### src/hdl/reset_pkg.sv
/*
 * Constants, register map and bus carriers for the reset source
 * combiner and watchdog.
 * Assumes a single 125 MHz clock and a classic Wishbone register bus.
 */
`default_nettype none
package reset_pkg;
   // Clock rate and derived timing
   localparam int CLOCK_HZ          = 125_000_000; // Reference clock rate
   localparam int SUPPLY_TIMEOUT_MS = 100;   // Supply settle time in ms
   localparam int SUPPLY_CYCLES     =
      SUPPLY_TIMEOUT_MS * (CLOCK_HZ / 1000);  // Supply timeout in cycles
   localparam int CLK_LOSS_US       = 100;   // Clock-loss limit in us
   localparam int CLK_LOSS_CYCLES   =
      CLK_LOSS_US * (CLOCK_HZ / 1_000_000);   // Clock-loss limit in cycles
   localparam logic [3:0] PIN_HOLD  = 4'hC;  // Cycles held after pin rises
   localparam logic [2:0] DISABLE_WINDOW = 3'h4; // Cycles from DE to AD

   // Register byte offsets
   localparam logic [7:0] OFS_WATCHDOG_CONTROL = 8'h00;
   localparam logic [7:0] OFS_RESET_SOURCE     = 8'h04;
   localparam logic [7:0] OFS_OSCILLATOR_CTRL  = 8'h08;

   // Reset source register bit positions
   localparam int BIT_PIN_FLAG    = 0;
   localparam int BIT_POWER_FLAG  = 1;
   localparam int BIT_CLKLOSS     = 2;
   localparam int BIT_WATCHDOG    = 3;
   localparam int BIT_COMPARATOR  = 5;
   localparam int BIT_CONVERT     = 6;
   // Oscillator control: clock-loss detect enable
   localparam int BIT_CLK_DET_EN  = 7;

   // Watchdog control codes and reset values
   localparam logic [7:0] WDT_RESTART = 8'hA5;
   localparam logic [7:0] WDT_DIS_1   = 8'hDE;
   localparam logic [7:0] WDT_DIS_2   = 8'hAD;
   localparam logic [7:0] WDT_LOCK    = 8'hFF;
   localparam logic [2:0] WDT_INTERVAL_RST = 3'h7;
   localparam int WDT_BITS = 21;             // Watchdog counter width
   localparam int WDT_BASE_EXP = 3;          // Timeout is 4^(3+n) ticks

   // Reset values of the source flags
   localparam logic [7:0] FLAGS_RST = 8'h02;

   // Wishbone request and answer carriers
   typedef struct packed {
      logic        cyc;
      logic        stb;
      logic        we;
      logic [7:0]  adr;
      logic [3:0]  sel;
      logic [31:0] dat;
   } wb_req_t;

   typedef struct packed {
      logic        ack;
      logic [31:0] dat;
   } wb_rsp_t;

   // Sequencer phase
   typedef enum logic {PH_RUN, PH_RESET} phase_t;
endpackage
`default_nettype wire

### src/hdl/reset_sources.sv
/*
 * Reset source combiner with cause flags and a command-coded watchdog.
 * Assumes synchronous inputs, the system clock seen as a one-cycle
 * tick on the reference clock, and an open-drain reset pin resolved
 * outside this module.
 */
// Chosen here: register access over Wishbone and the register offsets.
// Function
// - Supply low drives pin and core reset
// - Supply recovery releases like power-on
// - Pin low resets; hold twelve cycles after
// - Pin reset sets flag bit zero
// - No clock tick for limit gives reset
// - Clock-loss flag bit two; pin undriven
// - Clock-loss detector runs only when enabled
// - Enabled comparator low output causes reset
// - Comparator flag reads one; pin undriven
// - Comparator reset path needs no clock
// - Enabled convert-start low holds reset, level
// - Convert-start flag reads one; pin undriven
// - Twenty-one bit watchdog overflow resets core
// - Watchdog enabled, longest interval after reset
// - Code A5 enables and restarts watchdog
// - DE then AD within four disables
// - Code FF locks out disable until reset
// - Timeout is four to three plus interval
// - Watchdog control read returns interval
// - Supply reset holds pin low for timeout
// - Power-on flag set; other resets clear
// - Writing power flag forces power-on sequence
`timescale 1ns/1ns
`default_nettype none
module reset_sources #(
   parameter int SUPPLY_TICKS = reset_pkg::SUPPLY_CYCLES,   // Supply wait
   parameter int LOSS_TICKS   = reset_pkg::CLK_LOSS_CYCLES  // Clock-loss
) (
   input  wire logic              clock,          // Reference clock
   input  wire logic              rst,            // Power-on, async high
   input  wire reset_pkg::wb_req_t wbReq,         // Wishbone request
   output reset_pkg::wb_rsp_t     wbRsp,          // Wishbone answer
   input  wire logic              sysClkTick,     // System clock edge
   input  wire logic              supplyLow,      // Supply below threshold
   input  wire logic              rstPinIn,       // Reset pin level
   output logic                   rstPinOut,      // Pin drive value
   output logic                   rstPinOe,       // Pin drive enable
   input  wire logic              compPlusBelow,  // Comparator plus < minus
   input  wire logic              convStartIn,    // Convert-start pin level
   output logic                   coreReset       // Controller reset
);
   // Counter widths
   localparam int SUP_W  = $clog2(SUPPLY_TICKS + 1);
   localparam int LOSS_W = $clog2(LOSS_TICKS + 1);
   localparam int WB     = reset_pkg::WDT_BITS;

   // Elaboration checks
   if (SUPPLY_TICKS < 1 || LOSS_TICKS < 2) begin : g_bad_param
      $error("Timeout parameters too small");
   end

   // Whole state of the block
   typedef struct packed {
      reset_pkg::phase_t phase;  // Running or held in reset
      logic [SUP_W-1:0]  supCnt; // Supply timeout remaining
      logic [3:0]        pinCnt; // Pin release hold remaining
      logic [3:0]        evtCnt; // Hold for pulsed sources
      logic [LOSS_W-1:0] lossCnt;// Cycles since last system tick
      logic [WB-1:0]     wdtCnt; // Watchdog count
      logic              wdtEn;  // Watchdog running
      logic              wdtLock;// Disable locked out
      logic [2:0]        armCnt; // Disable window remaining
      logic [2:0]        interval;// Watchdog interval field
      logic              compEn; // Comparator reset enable
      logic              cnvEn;  // Convert-start reset enable
      logic              detEn;  // Clock-loss detect enable
      logic [7:0]        flags;  // Cause of last reset
      logic [7:0]        pend;   // Causes seen in current reset
      logic              ack;    // Bus acknowledge
      logic [31:0]       rdData; // Bus read data
   } state_t;

   state_t st_q;   // Registered state
   state_t st_d;   // Next state

   // Timeout in ticks minus one for an interval field
   function automatic logic [WB-1:0] wdtLast(input logic [2:0] n);
      logic [WB-1:0] one;
      one = {{(WB-1){1'b0}}, 1'b1};
      wdtLast = (one << (2 * (reset_pkg::WDT_BASE_EXP + int'(n)))) - one;
   endfunction

   // Source and event terms
   logic          pinDriven;   // This block pulls the pin low
   logic          pinLow;      // Pin held low by someone else
   logic          cmpReset;    // Unclocked comparator reset
   logic          cnvReset;    // Convert-start level reset
   logic          lossEvt;     // Clock-loss timeout pulse
   logic          wdtEvt;      // Watchdog overflow pulse
   logic [7:0]    srcNow;      // Active sources this cycle
   logic          busHit;      // Bus access this cycle
   logic          wrByte;      // Byte write to lane zero
   logic [7:0]    wrData;      // Written byte

   // Pin and level sources
   assign pinDriven = (st_q.supCnt != '0);
   assign pinLow    = ~rstPinIn & ~pinDriven;
   assign cmpReset  = st_q.compEn & compPlusBelow;
   assign cnvReset  = st_q.cnvEn & ~convStartIn;
   // Detector fires after the limit with no tick
   assign lossEvt   = st_q.detEn & ~sysClkTick &
      (st_q.lossCnt == LOSS_W'(LOSS_TICKS - 1));
   // Overflow at the programmed interval
   assign wdtEvt    = st_q.wdtEn & sysClkTick &
      (st_q.wdtCnt == wdtLast(st_q.interval));

   // Bus decode
   assign busHit = wbReq.cyc & wbReq.stb & ~st_q.ack;
   assign wrByte = busHit & wbReq.we & wbReq.sel[0];
   assign wrData = wbReq.dat[7:0];

   // Cause vector for this cycle
   always_comb begin
      srcNow = 8'h00;
      srcNow[reset_pkg::BIT_PIN_FLAG]   = pinLow | (st_q.pinCnt != 4'h0);
      srcNow[reset_pkg::BIT_POWER_FLAG] = supplyLow | pinDriven;
      srcNow[reset_pkg::BIT_CLKLOSS]    = lossEvt;
      srcNow[reset_pkg::BIT_WATCHDOG]   = wdtEvt;
      srcNow[reset_pkg::BIT_COMPARATOR] = cmpReset;
      srcNow[reset_pkg::BIT_CONVERT]    = cnvReset;
   end

   // Next-state logic
   always_comb begin
      logic anySrc;
      logic inRst;
      anySrc = (srcNow != 8'h00) | (st_q.evtCnt != 4'h0);
      inRst  = (st_q.phase == reset_pkg::PH_RESET);
      st_d   = st_q;

      // Supply monitor reloads timeout while low
      if (supplyLow) begin
         st_d.supCnt = SUP_W'(SUPPLY_TICKS);
      end else if (pinDriven) begin
         st_d.supCnt = st_q.supCnt - 1'b1;
      end

      // Pin hold counter
      if (pinLow) begin
         st_d.pinCnt = reset_pkg::PIN_HOLD;
      end else if (st_q.pinCnt != 4'h0) begin
         st_d.pinCnt = st_q.pinCnt - 4'h1;
      end

      // Pulsed sources stretched to a held reset
      if (lossEvt | wdtEvt) begin
         st_d.evtCnt = reset_pkg::PIN_HOLD;
      end else if (st_q.evtCnt != 4'h0) begin
         st_d.evtCnt = st_q.evtCnt - 4'h1;
      end

      // Clock-loss one-shot retriggered by each tick
      if (!st_q.detEn || sysClkTick || lossEvt) begin
         st_d.lossCnt = '0;
      end else begin
         st_d.lossCnt = st_q.lossCnt + 1'b1;
      end

      // Watchdog count and disable window
      if (st_q.wdtEn && sysClkTick) begin
         st_d.wdtCnt = st_q.wdtCnt + 1'b1;
      end
      if (st_q.armCnt != 3'h0) begin
         st_d.armCnt = st_q.armCnt - 3'h1;
      end

      // Bus answer: registered ack one cycle after the strobe, unmapped reads zero
      st_d.ack    = busHit;
      st_d.rdData = 32'h0000_0000;
      if (busHit && !wbReq.we) begin
         case (wbReq.adr)
            reset_pkg::OFS_WATCHDOG_CONTROL: begin
               st_d.rdData = {29'h0, st_q.interval};
            end
            reset_pkg::OFS_RESET_SOURCE: begin
               st_d.rdData = {24'h0, st_q.flags};
            end
            reset_pkg::OFS_OSCILLATOR_CTRL: begin
               st_d.rdData[reset_pkg::BIT_CLK_DET_EN] = st_q.detEn;
            end
            default: begin
               st_d.rdData = 32'h0000_0000;
            end
         endcase
      end

      // Register writes
      if (wrByte) begin
         case (wbReq.adr)
            reset_pkg::OFS_WATCHDOG_CONTROL: begin
               if (wrData == reset_pkg::WDT_RESTART) begin
                  st_d.wdtEn  = 1'b1;
                  st_d.wdtCnt = '0;
               end else if (wrData == reset_pkg::WDT_DIS_1) begin
                  st_d.armCnt = reset_pkg::DISABLE_WINDOW;
               end else if (wrData == reset_pkg::WDT_DIS_2) begin
                  if (st_q.armCnt != 3'h0 && !st_q.wdtLock) begin
                     st_d.wdtEn = 1'b0;
                  end
                  st_d.armCnt = 3'h0;
               end else if (wrData == reset_pkg::WDT_LOCK) begin
                  st_d.wdtLock = 1'b1;
               end else if (!wrData[7]) begin
                  st_d.interval = wrData[2:0];
               end
            end
            reset_pkg::OFS_RESET_SOURCE: begin
               st_d.compEn = wrData[reset_pkg::BIT_COMPARATOR];
               st_d.cnvEn  = wrData[reset_pkg::BIT_CONVERT];
               if (wrData[reset_pkg::BIT_POWER_FLAG]) begin
                  st_d.supCnt = SUP_W'(SUPPLY_TICKS);
               end
            end
            reset_pkg::OFS_OSCILLATOR_CTRL: begin
               st_d.detEn = wrData[reset_pkg::BIT_CLK_DET_EN];
            end
            default: begin
               st_d.armCnt = st_d.armCnt;
            end
         endcase
      end

      // Sequencer: gather causes, publish them on release
      case (st_q.phase)
         reset_pkg::PH_RUN: begin
            if (anySrc) begin
               st_d.phase = reset_pkg::PH_RESET;
               st_d.pend  = srcNow;
            end
         end
         reset_pkg::PH_RESET: begin
            st_d.pend = st_q.pend | srcNow;
            if (!anySrc) begin
               st_d.phase = reset_pkg::PH_RUN;
               st_d.flags = st_q.pend;
            end
         end
         default: begin
            st_d.phase = reset_pkg::PH_RESET;
         end
      endcase

      // Every reset restores the watchdog and clears detect enable
      if (inRst || anySrc) begin
         st_d.wdtEn    = 1'b1;
         st_d.wdtCnt   = '0;
         st_d.interval = reset_pkg::WDT_INTERVAL_RST;
         st_d.wdtLock  = 1'b0;
         st_d.armCnt   = 3'h0;
         st_d.detEn    = 1'b0;
      end
      // Supply reset also drops the source enables
      if (supplyLow || pinDriven) begin
         st_d.compEn = 1'b0;
         st_d.cnvEn  = 1'b0;
      end
   end

   // State register; power-on starts the supply timeout
   always_ff @(posedge clock or posedge rst) begin
      if (rst) begin
         st_q          <= '0;
         st_q.phase    <= reset_pkg::PH_RESET;
         st_q.supCnt   <= SUP_W'(SUPPLY_TICKS);
         st_q.pend     <= reset_pkg::FLAGS_RST;
         st_q.flags    <= reset_pkg::FLAGS_RST;
         st_q.wdtEn    <= 1'b1;
         st_q.interval <= reset_pkg::WDT_INTERVAL_RST;
      end else begin
         st_q <= st_d;
      end
   end

   // Outputs; comparator term bypasses all flops
   assign coreReset  = (st_q.phase == reset_pkg::PH_RESET) |
                       cmpReset;
   assign rstPinOut  = 1'b0;
   assign rstPinOe   = pinDriven;
   assign wbRsp      = '{ack: st_q.ack, dat: st_q.rdData};

   // Helper for the restart check: any reset cause this cycle
   logic anyPulse;
   assign anyPulse = (srcNow != 8'h00) | (st_q.evtCnt != 4'h0);
endmodule
`default_nettype wire

### config.mk
export PLATFORM = sky130hd
export DESIGN_NAME = reset_sources
export DESIGN_NICKNAME = d
export VERILOG_FILES = /design/src/hdl/reset_pkg.sv /design/src/hdl/reset_sources.sv
export SDC_FILE = /design/constraint.sdc
export NUM_CORES = 1
export LEC_CHECK = 0
export BUFFER_PORTS_ARGS = -buffer_cell sky130_fd_sc_hd__buf_4
export CAP_MARGIN = 10
export CORE_MARGIN = 3
export CORE_UTILIZATION = 30
export DETAILED_ROUTE_END_ITERATION = 6
export PLACE_DENSITY_LB_ADDON = 0.3
export SETUP_SLACK_MARGIN = 0.15
export SKIP_CTS_REPAIR_TIMING = 1
export SLEW_MARGIN = 20
export SYNTH_ARGS = -nofsm -noshare
export SYNTH_HDL_FRONTEND = slang
export SYNTH_SLANG_ARGS = --single-unit
### constraint.sdc
create_clock -name clock -period 4.1 [get_ports clock]
set_clock_uncertainty 0.1 [all_clocks]
set_input_delay 0.82 -clock clock [delete_from_list [all_inputs] [get_ports clock]]
set_output_delay 0.82 -clock clock [all_outputs]
set_load 0.02 [all_outputs]
==> Word-level counts from Yosys, hierarchy flattened <==
Cells that the tools add are included.
Widths: inputs -> output; s select.
{ "classes": {"n_reduce_logical": 32, "n_bitwise": 24, "n_shift": 1, "n_eq_ne": 15, "n_addsub": 8, "mux": 41} }
{ "ops": {"columns": ["op", "n"], "rows": [
  ["$mux 24", 5],
  ["$mux 21", 2],
  ["$eq 8x8->1 const B", 4],
  ["$mux 32", 1],
  ["$mux 29", 1],
  ["$mux 3", 9],
  ["$reduce_bool 24->1", 1],
  ["$sub 24x1->24 const B", 1],
  ["$mux 23", 1],
  ["$add 21x1->21 const B", 1],
  ["$eq 21x21->1", 1],
  ["$shl 1x5->21 const A", 1],
  ["$sub 21x1->21 const B", 1],
  ["$mux 4", 4],
  ["$mux 8", 2],
  ["$pmux 8 s2", 1],
  ["$reduce_bool 2->1", 8],
  ["$add 14x1->14 const B", 1],
  ["$eq 14x14->1 const B", 1],
  ["$mux 14", 1],
  ["$pmux 7 s2", 1],
  ["$and 1x1->1", 11],
  ["$ne 2x1->1 const B", 5],
  ["$reduce_bool 3->1", 3],
  ["24 further kinds", 54]
]} }
{ "totals": {"in_bits": 54, "word_cells": 138, "reg_bits": 128, "out_inout_bits": 36} }

==> Depth between registers and ports, before layout <==
Gate-level depths: netlist of run 1.
{ "logic_depth": {"word_depth": 10, "mapped_depth": 10, "mapped_depth_nobuf": 9} }

==> Worst setup path before layout of run 1 <==
OpenSTA, ideal clock, no wires.
{ "synth_path": {"path_kind": "register to register", "from": "register st_q[106] (netlist name)", "to": "register st_q[41] (netlist name)", "path_stages_with_launch": 8, "period_less_slack_ns": 2.860, "path_buffers": 1, "t_arrival_ns": 2.634, "setup_slack_ns": 1.240, "t_required_ns": 3.875, "setup_time_ns": 0.125, "path_cell_list": "dfrtp_1 > or4_4 > nor4_4 > nand3_2 > or3_1 > or4_1 > buf_4 > mux2_4"} }
{ "synth_via": {"elab_chain_cells": 8} }
{ "synth_lines": {"columns": ["element", "line", "source"], "rows": [
  ["start, declared", "reset_sources.sv:81", "state_t st_q;"],
  ["start signal, assigned", "reset_sources.sv:278", "st_q <= st_d;"],
  ["$reduce_bool 24->1 (*)", "reset_sources.sv:104", "assign pinDriven = (st_q.supCnt != '0);"],
  ["$not 1->1", "reset_sources.sv:105", "assign pinLow = ~rstPinIn & ~pinDriven;"],
  ["$and 1x1->1", "reset_sources.sv:105", null],
  ["$or 1x1->1", "reset_sources.sv:123", "srcNow[reset_pkg::BIT_PIN_FLAG] = pinLow | (st_q.pinCnt != 4'h0);"],
  ["$reduce_bool 8->1 (*)", null, null],
  ["$or 1x1->1 (*)", null, null],
  ["$not 1->1 (no source line) (*)", null, null],
  ["$reduce_and 2->1 (no source line) (*)", null, null]
]} }
Mark *: on every way between the ends. The rest lies on a longest branch, timed or not.
A chain may end at the register's enable or synchronous reset.

==> Worst setup path after layout of run 1 <==
{ "layout_path": {"from": "register st_q[106] (netlist name)", "to": "output rstPinOe"} }
{ "layout_via": {"elab_chain_cells": 1} }
{ "layout_lines": {"columns": ["element", "line", "source"], "rows": [
  ["$reduce_bool 24->1", "reset_sources.sv:104", null],
  ["end, declared", "reset_sources.sv:45", "output logic rstPinOe,"]
]} }
Every way passes these cells.

==> results of run 1 <==
## registers in the layout, summed over array words and instances (netlist names)
name	flops
st_q	91
wbRsp	9
## power groups by stage
| stage | logic (mW) | registers [mW] | clock network, mW |
|---|---|---|---|
| 2_1_floorplan | 0.202 | 1.07 | 0 |
| 3_3_place_gp | 0.236 | 1.08 | 0 |
| 3_5_place_dp | 0.246 | 1.08 | 0 |
| 4_1_cts | 0.248 | 1.07 | 0.909 |
| 5_1_grt | 0.281 | 1.07 | 0.947 |
| 6_report | 0.246 | 1.07 | 0.881 |
## layout make-up
class / instances / area share
Clock buffer: 9 / 0.03555
Tap cell: 229 / 0.04523
Inverter: 17 / 0.01047
Multi-Input combinational cell: 451 / 0.4448
Sequential cell: 100 / 0.3988
Clock inverter: 7 / 0.01304
Timing Repair Buffer: 44 / 0.05214
## per-layer routing
layer | up-vias | share of wire | global-route usage
met5 | - | 0.00066 | 0
met4 | 2 | 0.019 | 0.04302
met3 | 21 | 0.054 | 0.02411
met2 | 113 | 0.44 | 0.1862
met1 | 2065 | 0.49 | 0.1623
li1 | 2072 | - | -
## kinds of logic (layout without fill, tap and decap cells)
family,count (synthesis),in the layout
XOR/XNOR,53,53
AO/OA/AOI/OAI,77,77
adder cells (fa/ha/maj),11,11
buffers and inverters,70,77
multiplexers,14,14
AND/OR/NAND/NOR,268,268
other,2,28
flip-flops,100,100
## per-stage QoR
step	hold slack, ns	worst slack, ns	util	cell area [um2]	power [mW]
floorplan	0.3473	0.5927	-	5734	1.277
global placement	0.3678	0.9660	0.3307	6021	1.314
detailed placement	0.3718	0.9231	0.3307	6021	1.329
CTS	0.3872	0.8299	0.3476	6329	2.222
global route	0.4088	0.7156	0.3479	6335	2.298
finish	0.3816	0.8500	0.3479	6335	2.192
## path summary, 6_finish.rpt
path,start,to,slack (ns),cells after the start
max reg2reg,st_q[106],st_q[47],0.92,6
min reg2reg,st_q[39],st_q[39],0.38,1
max in group asynchronous,rst,st_q[59],2.59,3
max,st_q[106],rstPinOe,0.85,5
min,st_q[39],st_q[39],0.38,1
min in group asynchronous,rst,st_q[82],0.44,2
## worst register-to-register path: cells and delay by family, from the launching register on
family,cells,cell delay [ns]
mux,1,0.36
flops,1,0.42
simple gates,5,2.19
## placed cells by master (no fill, tap or decap), types with 3 or more instances in the layout
cell type	count
dfstp_2	19
nor2_1	78
nor4bb_1	3
nand4_1	11
mux2_4	6
nand2b_1	9
or3_1	12
buf_4	44
xnor2_1	29
a21oi_1	10
nand3b_1	5
o22ai_1	3
dfrtp_1	81
or4_1	4
nor4_1	8
or3b_2	4
xor2_1	24
clkbuf_16	9
inv_1	16
o21ai_0	23
and3_1	20
conb_1	28
a21o_1	4
a211o_1	5
a211oi_1	4
nor3b_1	4
ha_1	11
nor3_1	21
mux2i_1	8
nor2b_1	5
o31ai_1	4
nand2_1	50
nand3_1	18
==> results.md, run 1 <==
- Run status: complete, no violations
- Mapped cell area: 5637 um2
- FILL cells: 1,823
- Clock transition at the registers of the reported paths: 0.07 ns
- Synth Area in Adders: 0.02442
- Async SR Flop Fraction: 1.000
- Final Cycle Share: 0.7927
- Die H: 143.1 um
- Die Footprint: 20,470 um2
- Placed Cells: 841
- Core ar.: 18,210 um2
- Relative slew slack: 0.4983
- Ys flop type: dfrtp_1
- Fin cells: 857
- Synth area leader: dfrtp_1
- Max FO, Critical Path: 10
- Initial Util: 0.3096
- Routed length per instance: 14.23 um
- Area of the multi-input gates: 2818 um2
- Num CTS Buffers: 9
- CP peak stage delay: 0.60 ns
- Max Root-Sink Buffers: 2
- Pint: 1.614 mW
- Minimum clock period: 3.250 ns
- H-tree depth: 3
- Initial antenna violation count: 1
- Req. time, crit path: 3.18 ns
- Worst Hold Class: reg -> reg
- Final HPWL DP: 8846 um
- Sw Pwr: 0.5781 mW
- Register area share after synthesis: 0.4482
- Grt ovf: 0
- Number of global-route vias before repair: 4,043
- CTS tree: built
- CP cell instances: or4_4, nor4_4, nand3_2, buf_4, buf_4
- Compound-cell area share of the yosys netlist: 0.09212
- DIE WIDTH: 143.1 um
- Max-slew violations: 0
- Library cells used by synthesis: 60
- DR pass1 iterations: 4
- Synth top area share: 0.3596
- I/O Pins: 90
- Cell mode on critical path: buf_4
- Global router's overall resource usage: 0.1186
- First-pass GRT wire length: 19,640 um
- Main combinational cell family by area after synthesis: simple AND/OR/NAND/NOR gates
- Leakage: 2.727 nW
- FF/Latch Area: 2526 um2
- Reg power frac: 0.486
- Worst Setup Start Kind: flip-flop
- EDFF count, synth: 0
- Sink Count: 100
- Drt total wl: 12,200 um
- Crit. End Element: output pin
- Maximum capacitance violations: 0
- RSZ-0062 raised after global routing: no
- IO Port Bufs: 37
- Simple-gate share of the synthesized area: 0.2511
- Most common cell in the synthesized netlist: dfrtp_1
- Critical Path AT: 2.33 ns
- DR vias/cell: 4.986
- Starting DRT DRC Count: 253
- PwrDens: 346.0 nW/um2
- CP bufs+invs: 2
- Antenna cells: 0
- Syn_area_per_cell: 9.473 um2
- Clock latency on the worst-skew pair: 0.35 ns
- Setup CP Type: reg -> out
- Mapped Cells: 595
- Routability cong.: 0.7782
- Synth Area in XOR/XNOR: 0.08235
- Most frequent cells after synthesis: dfrtp_1 (81), nor2_1 (78), nand2_1 (50), buf_4 (35), xnor2_1 (29)
- CP top delay family: simple AND/OR/NAND/NOR gates
- Residual DRC: 0
- Timing-limited maximum frequency: 0.3077 GHz
- Final net count: 688
- Combinational share of power: 0.112
- Synthesized flop and latch total: 100
- Largest net degree at the start of global routing: 45
- Peak VDD IR: 0.1474 mV
- Share of post-route cells with drive strength above 1: 0.1545
- Mux share of post-synthesis cell area: 0.03019
- Post-route setup TNS: 0 ns
- Final Hold Fails: 0
- CTS root buf: clkbuf_16
- Setup violators final: 0
- Syn. warnings: 0
- Slew @ Worst Pin: 0.7457 ns
- Via count: 4,273
- Clock Power Share: 0.402
- Syn-to-layout area delta: 12.39%
- Slowest library cell on the worst path: or4_4
- Synth top area cells: dfrtp_1 (36%), dfstp_2 (8.9%), nor2_1 (5.2%), buf_4 (4.7%), xnor2_1 (4.5%)
- Post-route ant nets: 0
- Switching share of power: 0.2638
- FP Rows: 49
Note: power is estimated with default switching activity, not from simulation.
==> run 2, diff against run 1 <==
==> constraint.sdc (replaced) <==
create_clock -name clock -period 3.37 [get_ports clock]
set_clock_uncertainty 0.1 [all_clocks]
set_input_delay 0.674 -clock clock [delete_from_list [all_inputs] [get_ports clock]]
set_output_delay 0.674 -clock clock [all_outputs]
set_load 0.02 [all_outputs]
==> run 2 against run 1 <==
Against the previous run: clock-buffer cell count did not move; sequential power rose by 21%; die area did not move; register-to-register slack got worse by 0.61 ns; global-route usage rose by 0.41 points; setup slack got worse by 0.54 ns; via count rose by 0.91%; highest routed layer unchanged; clock power rose by 15%.
==> results.md, run 2 (same netlist as run 1, synthesis figures left out) <==
- Number of global-route vias before repair: 4,087
- CP peak stage delay: 0.61 ns
- Run status: complete, no violations
- Relative slew slack: 0.5749
- Drt total wl: 12,250 um
- Fin cells: 861
- Sink Count: 100
- Share of post-route cells with drive strength above 1: 0.1630
- Setup CP Type: reg -> reg
- Max Root-Sink Buffers: 2
- Most frequent cells in the layout: dfrtp_1 (81), nor2_1 (78), nand2_1 (50)
- Largest net degree at the start of global routing: 41
- Final net count: 692
- Most flop-heavy register: st_q
- Worst reg2reg path depth: 6
- Worst reg2reg setup slack: 0.31 ns
- Leakage: 2.745 nW
- Worst r2r src: st_q[106]
- Setup ws final: 0.3092 ns
- CP top delay family: simple AND/OR/NAND/NOR gates
- Final HPWL DP: 9045 um
- Slowest library cell on the worst path: or4_1
- Final Hold Fails: 0
- DR vias/cell: 5.008
- CP cell instances: or4_4, nor4_4, nand3_2, or3_1, or4_1, mux2_4
- Minimum clock period: 3.061 ns
- Post-route ant nets: 0
- Worst r2r dst: st_q[44]
- I/O Pins: 90
- Placed Cells: 845
- Starting DRT DRC Count: 316
- Clock latency on the worst-skew pair: 0.35 ns
- Routed length per instance: 14.23 um
- Worst hold slack: 0.2862 ns
- Max FO, Critical Path: 6
- RSZ-0062 raised after global routing: no
- Final Cycle Share: 0.9083
- Via count: 4,312
- Routability cong.: 0.8132
- Setup violators final: 0
- Power consumption: 2.617 mW
- CTS root buf: clkbuf_16
- Fin area: 6371 um2
- Max reg flops: 91
- Maximum capacitance violations: 0
- Timing-limited maximum frequency: 0.3267 GHz
- PwrDens: 410.8 nW/um2
- FP Rows: 49
- Final Core Density: 0.3499
- Grt ovf: 0
- IO Port Bufs: 37
- Max-slew violations: 0
- FILL cells: 1,829
- Global router's overall resource usage: 0.1227
- DR pass1 iterations: 5
- DIE WIDTH: 143.1 um
- Antenna cells: 0
- Residual DRC: 0
- Critical Path AT: 3.19 ns
- Die Footprint: 20,470 um2
- CTS tree: built
- Slew @ Worst Pin: 0.6357 ns
- First-pass GRT wire length: 20,410 um
- Req. time, crit path: 3.50 ns
- Worst Setup Start Kind: flip-flop
- Post-route setup TNS: 0 ns
- Initial Util: 0.3096
- Initial antenna violation count: 1
- Clock transition at the registers of the reported paths: 0.08 ns
- Num CTS Buffers: 9
- Worst slack at placement: 0.2710 ns
- Core ar.: 18,210 um2
- Most common cell after layout, fill and taps aside: dfrtp_1
- Crit. End Element: flip-flop
- FF/Latch Area: 2526 um2
- Area of the multi-input gates: 2828 um2
- Worst Hold Class: in -> async
- Peak VDD IR: 0.2113 mV
- Syn-to-layout area delta: 13.03%
- Post-DP Area: 6065 um2
- Die H: 143.1 um
- CP bufs+invs: 0
- H-tree depth: 3
[run 2: worst max-delay path by stage]
stage	from	endpoint	slack, ns	depth (start not counted)
6_report	st_q[106]	st_q[44]	0.31	6
5_1_grt	st_q[106]	st_q[43]	0.18	6
4_1_cts	st_q[117]	st_q[44]	0.25	6
3_5_place_dp	st_q[117]	st_q[44]	0.27	6
3_3_place_gp	st_q[117]	st_q[46]	0.32	6
2_1_floorplan	st_q[106]	st_q[41]	0.51	7
[run 2: worst register-to-register path, delay by kind of cell (launching register included)]
family,cells,cell delay (ns)
flops,1,0.42
mux,1,0.36
simple gates,5,2.08
[run 2: power breakdown]
part	switching (mW)	leakage, nW	internal (mW)
Sequential	0.0450	1.31	1.25
Combinational	0.178	1.30	0.129
Clock	0.493	0.140	0.520
[run 2: routing by layer]
| layer | global-route usage | vias up | wire, um |
|---|---|---|---|
| met4 | 0.04102 | 2 | 195 |
| met3 | 0.02210 | 15 | 680 |
| met2 | 0.1921 | 115 | 5548 |
| met5 | 0 | - | 7 |
| li1 | - | 2083 | - |
| met1 | 0.1717 | 2097 | 5818 |
[run 2: final cells by class]
class                   instances  area share
clock buffers                   9     0.03535
flip-flops and latches        100      0.3965
repair buffers                 48     0.05852
inverters                      17     0.01060
clock inverters                 7     0.01021
well taps                     229     0.04497
multi-input cells             451      0.4438
==> run 3, diff against run 2 <==
--- a/config.mk
+++ b/config.mk
@@ -7,7 +7,7 @@
 export LEC_CHECK = 0
 export BUFFER_PORTS_ARGS = -buffer_cell sky130_fd_sc_hd__buf_4
 export CAP_MARGIN = 10
-export CORE_MARGIN = 3
+export CORE_MARGIN = 5
 export CORE_UTILIZATION = 30
 export DETAILED_ROUTE_END_ITERATION = 6
 export PLACE_DENSITY_LB_ADDON = 0.3
@@ -17,3 +17,4 @@
 export SYNTH_ARGS = -nofsm -noshare
 export SYNTH_HDL_FRONTEND = slang
 export SYNTH_SLANG_ARGS = --single-unit
+export TNS_END_PERCENT = 10
==> run 3 against run 2 <==
Against the previous run: design area rose by 0.22%; clock power about the same; total power decreased by 0.78%.
==> results.md, run 3 (same netlist as run 1, synthesis figures left out) <==
- DIE WIDTH: 147.1 um
- CTS tree: built
- Most common cell after layout, fill and taps aside: dfrtp_1
- DR pass1 iterations: 4
- Antenna cells: 0
- IO Port Bufs: 37
- Post-route ant nets: 0
- Global router's overall resource usage: 0.1132
- RSZ-0062 raised after global routing: yes
- Worst Setup Start Kind: flip-flop
- Setup CP Type: reg -> reg
- Minimum clock period: 3.129 ns
- Syn-to-layout area delta: 13.27%
- Number of global-route vias before repair: 4,112
- DR vias/cell: 4.902
- Grt ovf: 0
- Num CTS Buffers: 9
- Crit. End Element: flip-flop
- Die Footprint: 21,630 um2
- Switching share of power: 0.2685
- Initial antenna violation count: 1
- Setup violators final: 0
- Pint: 1.899 mW
- PwrDens: 406.7 nW/um2
- H-tree depth: 3
- Reg power frac: 0.499
- First-pass GRT wire length: 20,510 um
- Final Cycle Share: 0.9286
- CTS root buf: clkbuf_16
- Clock Power Share: 0.384
- Post-route setup TNS: 0 ns
- Max-slew violations: 0
- Clock transition at the registers of the reported paths: 0.07 ns
- Slew @ Worst Pin: 0.6341 ns
- Final HPWL DP: 8878 um
- Clock latency on the worst-skew pair: 0.34 ns
- Starting DRT DRC Count: 325
- Routed length per instance: 14.01 um
- Met3 WL: 626 um
- Fin area: 6385 um2
- Max reg flops: 91
- Post-DP Area: 6083 um2
- Final net count: 692
- Share of post-route cells with drive strength above 1: 0.1614
- Worst reg2reg path depth: 6
- Max Root-Sink Buffers: 2
- Req. time, crit path: 3.50 ns
- Drt total wl: 12,140 um
- Timing-limited maximum frequency: 0.3196 GHz
- Via count: 4,245
- Critical Path AT: 3.26 ns
- WL met2: 5698 um
- Uppermost layer routed: met5
- Run status: complete, no violations
- Largest net degree at the start of global routing: 101
- Core ar.: 18,580 um2
- Worst Hold Class: in -> async
- Routability cong.: 0.8449
- Max FO, Critical Path: 6
- Sw Pwr: 0.6972 mW
- FP Rows: 50
- Peak VDD IR: 0.2299 mV
- I/O Pins: 90
- Relative slew slack: 0.5759
- Wire length on met1: 5658 um
- Final Hold Fails: 0
- Leakage: 2.746 nW
- Die H: 147.1 um
- Initial Util: 0.3034
- Most frequent cells in the layout: dfrtp_1 (81), nor2_1 (78), nand2_1 (50)
- Most flop-heavy register: st_q
- Residual DRC: 0
- Combinational share of power: 0.116
- Maximum capacitance violations: 0
- Sink Count: 100
-- run 3: cell types whose count changed in the layout (fill, tap and decap cells not counted), sizes merged --
cell,delta
clkbuf,+1
inv,-1
-- run 3: final timing paths --
check / startpoint / to / slack [ns]
setup / recovery: st_q[106] / st_q[43] / 0.24
hold / removal: rst / st_q[33] / 0.36
max in group asynchronous: rst / st_q[120] / 2.38
min in group clock: st_q[81] / st_q[81] / 0.39
hold reg to reg: st_q[81] / st_q[81] / 0.39
setup reg to reg: st_q[106] / st_q[43] / 0.24
-- run 3: per-stage QoR --
stage	cells	power, mW	hold WS [ns]	setup slack, ns	utilization
CTS	866	2.635	0.3951	0.2583	0.3428
detailed placement	850	1.621	0.3793	0.2721	0.3274
global route	866	2.729	0.4053	0.1299	0.3436
global placement	850	1.608	0.3661	0.3008	0.3274
finish	866	2.597	0.3579	0.2407	0.3436
floorplan	621	1.554	0.3473	0.5104	-
-- run 3: layer usage --
metal  global-route usage  vias to the layer above
li1                     -                     2080
met1               0.1518                     2053
met2               0.1841                      100
met3              0.02498                       10
met4              0.03308                        2
met5                    0                        -
-- run 3: final cells by class --
cell class                 count  area, um2
timing repair buffer          48      385.4
clock inverter                 6      56.30
multi-input combinational    451       2828
tap                          234      292.8
fill                        1848      12200
inverter                      17      67.56
sequential                   100       2526
clock buffer                  10      229.0
-- run 3: critical path: stages, from the launching register on --
cell	delay [ns]
dfrtp_1	0.42
or4_4	0.59
nor4_4	0.33
nand3_2	0.21
or3_1	0.40
or4_1	0.61
mux2_4	0.36
-- run 3: power groups by stage --
stage	Combinational, mW	Clock, mW	Sequential, mW
global route	0.344	1.08	1.30
detailed placement	0.304	0	1.32
global placement	0.294	0	1.31
finish	0.302	0.997	1.30
CTS	0.304	1.03	1.30
floorplan	0.246	0	1.31
